--- src/sysctl_pkg.sv ---
package sysctl_pkg;

  // ----------------------------------------------------------------
  // register map (byte addresses, offsets chosen locally)
  // ----------------------------------------------------------------
  localparam logic [7:0] off_app_reset_ctrl = 8'h00;
  localparam logic [7:0] off_low_power_ctrl = 8'h04;
  localparam logic [7:0] off_core_cfg       = 8'h08;
  localparam logic [7:0] off_shp1           = 8'h0c;
  localparam logic [7:0] off_shp2           = 8'h10;
  localparam logic [7:0] off_shp3           = 8'h14;
  localparam logic [7:0] off_status         = 8'h18;

  // ----------------------------------------------------------------
  // field positions
  // ----------------------------------------------------------------
  localparam int unsigned key_lsb       = 16;
  localparam logic [15:0] write_key     = 16'h05fa;
  localparam logic [15:0] read_key      = 16'hfa05;
  localparam int unsigned grp_lsb       = 8;
  localparam int unsigned lp_sleep_ret  = 1;
  localparam int unsigned lp_deep       = 2;
  localparam int unsigned lp_evpend     = 4;
  localparam int unsigned cc_thread_any = 0;
  localparam int unsigned cc_unpriv     = 1;
  localparam int unsigned cc_misalign   = 3;
  localparam int unsigned cc_divzero    = 4;
  localparam int unsigned cc_busign     = 8;
  localparam int unsigned cc_stack_alignment_select   = 9;
  localparam logic [31:0] lp_mask       = 32'h0000_0016;
  localparam logic [31:0] cc_mask       = 32'h0000_031b;
  // implemented byte lanes of each handler priority register
  localparam logic [3:0]  shp1_lanes    = 4'b0111;
  localparam logic [3:0]  shp2_lanes    = 4'b1000;
  localparam logic [3:0]  shp3_lanes    = 4'b1100;

  // ----------------------------------------------------------------
  // reset values
  // ----------------------------------------------------------------
  localparam logic [2:0]  rst_group     = 3'h0;
  localparam logic [31:0] rst_word      = 32'h0000_0000;

  typedef struct packed {
    logic        psel;
    logic        penable;
    logic        pwrite;
    logic [7:0]  paddr;
    logic [31:0] pwdata;
    logic [3:0]  pstrb;
  } apb_req_t;

  typedef struct packed {
    logic        pready;
    logic [31:0] prdata;
    logic        pslverr;
  } apb_rsp_t;

endpackage : sysctl_pkg

--- src/sysctl_regs.sv ---
`timescale 1ns/1ps
`default_nettype none

module sysctl_regs
  import sysctl_pkg::*;
(
  input  wire logic        pclk,
  input  wire logic        presetn,
  // apb slave
  input  wire logic        psel,
  input  wire logic        penable,
  input  wire logic        pwrite,
  input  wire logic [7:0]  paddr,
  input  wire logic [31:0] pwdata,
  input  wire logic [3:0]  pstrb,
  output logic             pready,
  output logic [31:0]      prdata,
  output logic             pslverr,
  // preemption query
  input  wire logic [7:0]  pend_prio,
  input  wire logic [7:0]  run_prio,
  output logic             preempt,
  // event and low power
  input  wire logic        irq_pending_en,
  input  wire logic        irq_pending_dis,
  input  wire logic        send_event,
  input  wire logic        ext_event,
  input  wire logic        wait_for_event,
  input  wire logic        sleep_req,
  input  wire logic        return_to_thread,
  output logic             wake,
  output logic             sleep_now,
  output logic             deep_now,
  // exception entry and return
  input  wire logic        exc_entry,
  input  wire logic [31:0] sp_in,
  input  wire logic        exception_return_value,
  input  wire logic        saved_pad,
  output logic [31:0]      sp_frame,
  output logic             pad_bit9,
  output logic [31:0]      sp_restore,
  // fault qualification
  input  wire logic        bus_fault,
  input  wire logic        neg_prio,
  input  wire logic        div_zero,
  input  wire logic        access_misaligned,
  input  wire logic        access_multi_or_dbl,
  input  wire logic        trig_write,
  input  wire logic        privileged,
  input  wire logic        others_active,
  output logic             lockup,
  output logic             div_trap,
  output logic             usage_fault,
  output logic             trig_allowed,
  output logic             thread_ok,
  // handler priorities out
  output logic [3:0]       prio_mem,
  output logic [3:0]       prio_bus,
  output logic [3:0]       prio_usage,
  output logic [3:0]       prio_svc,
  output logic [3:0]       prio_pendsv,
  output logic [3:0]       prio_tick
);

  // ----------------------------------------------------------------
  // state
  // ----------------------------------------------------------------
  typedef struct packed {
    logic [2:0]  group;
    logic [31:0] lp;
    logic [31:0] cc;
    logic [31:0] shp1;
    logic [31:0] shp2;
    logic [31:0] shp3;
    logic        ev_latch;
    logic [7:0]  outs;
  } state_t;

  state_t st_ff;
  state_t nxt_st;

  // group priority bits of a value under the current code
  function automatic logic [7:0] group_of(input logic [7:0] p, input logic [2:0] g);
    logic [7:0] m;
    m = 8'hf0;
    if (g > 3'h3)
      m = 8'hf0 << g[2:0] - 3'h3;
    group_of = p & m;
  endfunction : group_of

  // apply byte strobes, keeping only the upper nibble of implemented lanes
  function automatic logic [31:0] prio_write(input logic [31:0] old, input logic [31:0] d,
                                             input logic [3:0] s, input logic [3:0] lanes);
    logic [31:0] r;
    r = old;
    for (int i = 0; i < 4; i++)
      if (s[i] && lanes[i])
        r[i*8 +: 8] = {d[i*8+4 +: 4], 4'h0};
    prio_write = r;
  endfunction : prio_write

  wire logic acc = psel && penable;
  wire logic wr  = acc && pwrite;
  wire logic mapped = (paddr <= off_status) && (paddr[1:0] == 2'b00);

  // ----------------------------------------------------------------
  // next state
  // ----------------------------------------------------------------
  always_comb
  begin
    nxt_st = st_ff;
    if (wr && mapped)
    begin
      case (paddr)
        off_app_reset_ctrl:
        begin
          if (pwdata[31:16] == write_key && pstrb[1])
            nxt_st.group = pwdata[grp_lsb +: 3];
        end
        off_low_power_ctrl: nxt_st.lp = pwdata & lp_mask;
        off_core_cfg:       nxt_st.cc = pwdata & cc_mask;
        off_shp1:           nxt_st.shp1 = prio_write(st_ff.shp1, pwdata, pstrb, shp1_lanes);
        off_shp2:           nxt_st.shp2 = prio_write(st_ff.shp2, pwdata, pstrb, shp2_lanes);
        off_shp3:           nxt_st.shp3 = prio_write(st_ff.shp3, pwdata, pstrb, shp3_lanes);
        default:            nxt_st.lp = st_ff.lp;
      endcase
    end
    // latch when not waiting, consume on wait
    if (wait_for_event)
      nxt_st.ev_latch = 1'b0;
    else if (irq_pending_en || send_event || ext_event ||
             (st_ff.lp[lp_evpend] && irq_pending_dis))
      nxt_st.ev_latch = 1'b1;
    nxt_st.outs = '0;
  end

  always_ff @(posedge pclk or negedge presetn)
  begin
    if (!presetn)
    begin
      st_ff <= '0;
      st_ff.group <= rst_group;
    end
    else
      st_ff <= nxt_st;
  end

  // ----------------------------------------------------------------
  // read path, zero wait states
  // ----------------------------------------------------------------
  always_comb
  begin
    prdata = 32'h0000_0000;
    case (paddr)
      off_app_reset_ctrl: prdata = {read_key, 5'h00, st_ff.group, 8'h00};
      off_low_power_ctrl: prdata = st_ff.lp;
      off_core_cfg:       prdata = st_ff.cc;
      off_shp1:           prdata = st_ff.shp1;
      off_shp2:           prdata = st_ff.shp2;
      off_shp3:           prdata = st_ff.shp3;
      off_status:         prdata = {31'h0, st_ff.ev_latch};
      default:            prdata = 32'h0000_0000;
    endcase
  end
  assign pready  = 1'b1;
  // unmapped addresses answer with an error
  assign pslverr = acc && !mapped;

  // ----------------------------------------------------------------
  // behaviour
  // ----------------------------------------------------------------
  // group portion only
  assign preempt = group_of(pend_prio, st_ff.group) < group_of(run_prio, st_ff.group);
  assign wake = wait_for_event && (st_ff.ev_latch || irq_pending_en || send_event ||
                ext_event || (st_ff.lp[lp_evpend] && irq_pending_dis));
  wire logic go_sleep = sleep_req || (return_to_thread && st_ff.lp[lp_sleep_ret]);
  assign sleep_now = go_sleep && !st_ff.lp[lp_deep];
  assign deep_now  = go_sleep && st_ff.lp[lp_deep];
  // pad recorded in status bit 9
  assign pad_bit9   = exc_entry && st_ff.cc[cc_stack_alignment_select] && sp_in[2];
  assign sp_frame   = st_ff.cc[cc_stack_alignment_select] ? {sp_in[31:3], 3'b000} : {sp_in[31:2], 2'b00};
  assign sp_restore = saved_pad && exception_return_value ? sp_in | 32'h0000_0004 : sp_in;
  // software duty, bit only gates lockup
  assign lockup = bus_fault && neg_prio && !st_ff.cc[cc_busign];
  assign div_trap = div_zero && st_ff.cc[cc_divzero];
  assign usage_fault = access_multi_or_dbl ||
                       (access_misaligned && st_ff.cc[cc_misalign]);
  assign trig_allowed = trig_write && (privileged || st_ff.cc[cc_unpriv]);
  assign thread_ok = !others_active || st_ff.cc[cc_thread_any];
  assign prio_mem    = st_ff.shp1[7:4];
  assign prio_bus    = st_ff.shp1[15:12];
  assign prio_usage  = st_ff.shp1[23:20];
  assign prio_svc    = st_ff.shp2[31:28];
  assign prio_pendsv = st_ff.shp3[23:20];
  assign prio_tick   = st_ff.shp3[31:28];

endmodule : sysctl_regs
`default_nettype wire

--- config.mk ---
export PLATFORM = sky130hd
export DESIGN_NAME = sysctl_regs
export DESIGN_NICKNAME = d
export VERILOG_FILES = /design/src/sysctl_pkg.sv /design/src/sysctl_regs.sv
export SDC_FILE = /design/constraint.sdc
export NUM_CORES = 1
export LEC_CHECK = 0
export ABC_AREA = 0
export ABC_CLOCK_PERIOD_IN_PS = 3500
export BUFFER_PORTS_ARGS = -buffer_cell sky130_fd_sc_hd__buf_2
export CORE_AREA = 3 3 95 97
export CTS_CLUSTER_DIAMETER = 150
export DETAILED_ROUTE_END_ITERATION = 10
export DIE_AREA = 0 0 98 100
export PLACE_DENSITY = 0.79
export SYNTH_ARGS = -nofsm -noshare
export SYNTH_HDL_FRONTEND = slang
export SYNTH_SLANG_ARGS = --single-unit
--- constraint.sdc ---
create_clock -name pclk -period 3.5 [get_ports pclk]
set_clock_uncertainty 0.15 [all_clocks]
set_input_delay 0.35 -clock pclk [delete_from_list [all_inputs] [get_ports pclk]]
set_output_delay 0.35 -clock pclk [all_outputs]
set_load 0.1 [all_outputs]
==> impl_metrics.csv <==
group,metric,value,unit
status,outcome,"finished clean",
placement,port-buffer-count,138,
sta,hold_viol_final,0,
detailed_routing,routed_via_density,4.861,
power,p_per_area,305.6,nW/um^2
synthesis,synth.cells.most_frequent,"buf_4, dfrtp_1, mux2_2, nor2_1, nand2_1",
sta,period_share,0.9263,
global_routing,grtUsageTotal,0.1708,
synthesis,yosysSeqAreaShare,0.3205,
clock_network,cts-root-buf,"clkbuf_8",
global_routing,grt_max_degree,38,
worst_setup_path,critPathLaunchType,"flip-flop",
sta,hold_ws,0.01611,ns
detailed_routing,drtAntennaViolNets,0,
floorplanning,core_area,8217,um^2
synthesis,synthTopCellsByArea,"dfrtp_1, buf_4, mux2_2, nor2_1, ha_1",
synthesis,yosys.cell_types.count,35,
synthesis,ys_seq_elements,37,
clock_network,clock-sinks,37,
global_routing,grt_antenna_before_repair,0,
synthesis,synth_edf_count,0,
layout,nets,482,
floorplanning,initial_utilization,0.3516,
floorplanning,rows,33,
clock_network,cts_buffers,5,
sta,max_clock_freq,308.5,MHz
global_routing,overflow,0,
synthesis,yosysMostFrequentCell,"buf_4",
clock_network,cts_tree,"yes",
sta,drv_slew,0,
sta,relSlewSlack,0.4377,
layout,insertedDiodeCount,0,
worst_setup_path,required,3.00,ns
power,ir_drop,0.1806,mV
clock_network,clk_path_buf_depth,2,
power,power,0.9452,mW
synthesis,synth_area,2889,um^2
synthesis,synth_top_area_cell,"dfrtp_1",
floorplanning,ios,247,
detailed_routing,num_vias,2265,
power,p_leak,1.738,nW
clock_network,clock_latency,0.29,ns
floorplanning,chipWidth,98,um
sta,rsz0062_at_grt,"no",
synthesis,synthFlopType,"dfrtp_1",
floorplanning,fp.dieH,100,um
worst_setup_path,crit_fanout,5,
synthesis,synth.yosys.warnings,0,
clock_network,clk_pin_slew,0.07,ns
placement,place.gp.congestion,0.7708,
worst_hold_path,holdCritPathClass,"input pin to async pin",
sta,finalSetupViolations,0,
worst_setup_path,r2r_setup_slack,2.11,ns
clock_network,cts_setup_buffers,0,
sta,worst_pin_slew,0.8434,ns
worst_setup_path,cp.arrival,2.74,ns
clock_network,htreeDepth,2,
detailed_routing,finalWirelength,8.511,mm
placement,dp_hpwl,7.020,mm
detailed_routing,drt_first_pass_iters,5,
layout,area_growth,7.059,%
worst_setup_path,end_kind,"output pin",
global_routing,grt_pass1_vias,2397,
layout,drive_above_1_share,0.5235,
synthesis,synth_top_area_frac,0.3205,
floorplanning,die_area,9800,um^2
worst_setup_path,setup.worst_path.class,"flip-flop to output pin",
synthesis,syn_avg_cell_area,9.289,um^2
detailed_routing,post-route-drc-count,0,
sta,min_period,3.242,ns
sta,fin_setup_tns,0,ns
flow_run,maxCapViolations,0,
synthesis,syn_inst,311,
detailed_routing,wire_per_inst,18.26,um
global_routing,grt_first_pass_wirelength,13.19,mm
synthesis,postSynth.asyncResetShare,1.000,
layout,num-fill-cells,847,
detailed_routing,drtIter0Drc,47,
[worst paths after layout]
| check | from | to | cells past startpoint |
|---|---|---|---|
| max | st_ff[169]$_DFFE_PN0P_ | preempt | 11 |
| max in group asynchronous | presetn | st_ff[108]$_DFFE_PN0P_ | 1 |
| max reg2reg | st_ff[8]$_DFFE_PN0P_ | st_ff[8]$_DFFE_PN0P_ | 3 |
| min in group pclk | wait_for_event | st_ff[8]$_DFFE_PN0P_ | 2 |
| min reg2reg | prio_bus[1]$_DFFE_PN0P_ | prio_bus[1]$_DFFE_PN0P_ | 1 |
| min | presetn | prio_pendsv[1]$_DFFE_PN0P_ | 1 |
[routing by layer]
metal / up-vias / part of all wire / track usage
met5: - / 0 / 0
met3: 8 / 0.10 / 0.05698
met2: 168 / 0.51 / 0.3105
li1: 1039 / - / -
met1: 1050 / 0.38 / 0.1933
met4: 0 / 0.011 / 0.04153
[where the power goes]
group | switching [mW] | total, mW | leakage (nW) | internal [mW]
Combinational | 0.168 | 0.224 | 1.18 | 0.0558
Sequential | 0.00305 | 0.435 | 0.514 | 0.432
Clock | 0.149 | 0.286 | 0.0450 | 0.138
[per-stage QoR]
step	instances	area (um^2)	setup WS, ns	util
3_5_place_dp	458	3008	0.4093	0.3661
6_report	466	3093	0.2581	0.3764
3_3_place_gp	458	3008	0.5544	0.3661
4_1_cts	466	3090	0.09115	0.3761
5_1_grt	466	3093	0.02167	0.3764
2_1_floorplan	317	2925	0.006532	-
[placed cells by master (no fill, tap or decap), types with 5 or more instances in the layout]
cell type / synthesis / layout
nand2_1: 16 / 16
inv_1: 9 / 9
clkbuf_8: 0 / 5
nor3_1: 8 / 6
a21oi_1: 13 / 12
buf_2: 0 / 137
nor2_1: 24 / 24
mux2_2: 33 / 33
dfrtp_1: 37 / 37
ha_1: 7 / 7
and3_1: 5 / 5
and2_1: 13 / 13
conb_1: 2 / 8
[final cells by class]
class / instances / area (um^2) / area share
multi-input cells: 169 / 1226 / 0.3964
well taps: 105 / 131.4 / 0.04248
clock inverters: 2 / 10.01 / 0.003236
repair buffers: 138 / 693.2 / 0.2241
flip-flops and latches: 37 / 925.9 / 0.2994
inverters: 9 / 33.78 / 0.01092
clock buffers: 6 / 72.57 / 0.02346
[registers in the layout (all words and copies together), names as in the netlist]
register,cells
prio_tick,4
prio_pendsv,4
prio_svc,4
prio_mem,4
prio_bus,4
prio_usage,4
st_ff,13
[cells by family (layout without fill, tap and decap cells)]
| kind of cell | Yosys count | after routing | share of synthesized area |
|---|---|---|---|
| flops | 37 | 37 | 0.3205 |
| buf+inv | 111 | 155 | 0.2676 |
| simple gates | 88 | 88 | 0.1681 |
| fa+ha+maj | 7 | 7 | 0.03031 |
| other cells | 2 | 8 | 0.002599 |
| compound gates | 26 | 26 | 0.05283 |
| mux | 40 | 40 | 0.1581 |
[worst max-delay path, stage by stage (launching register included)]
cell      delay, ns
dfrtp_1        0.44
ha_1           0.22
ha_1           0.17
nor2_1         0.15
o21ai_0        0.13
and2_1         0.18
ha_1           0.29
o21a_1         0.18
o21ai_0        0.18
nand2b_1       0.10
a21oi_2        0.13
buf_4          0.29
[timing repair]
action | in CTS | in global routing
endpoints found under the setup margin | 0 | 1
hold buffers | 0 | 0
resized for setup | 0 | 2
endpoints found under the hold margin | 0 | 0
Note: power is estimated with default switching activity, not from simulation.
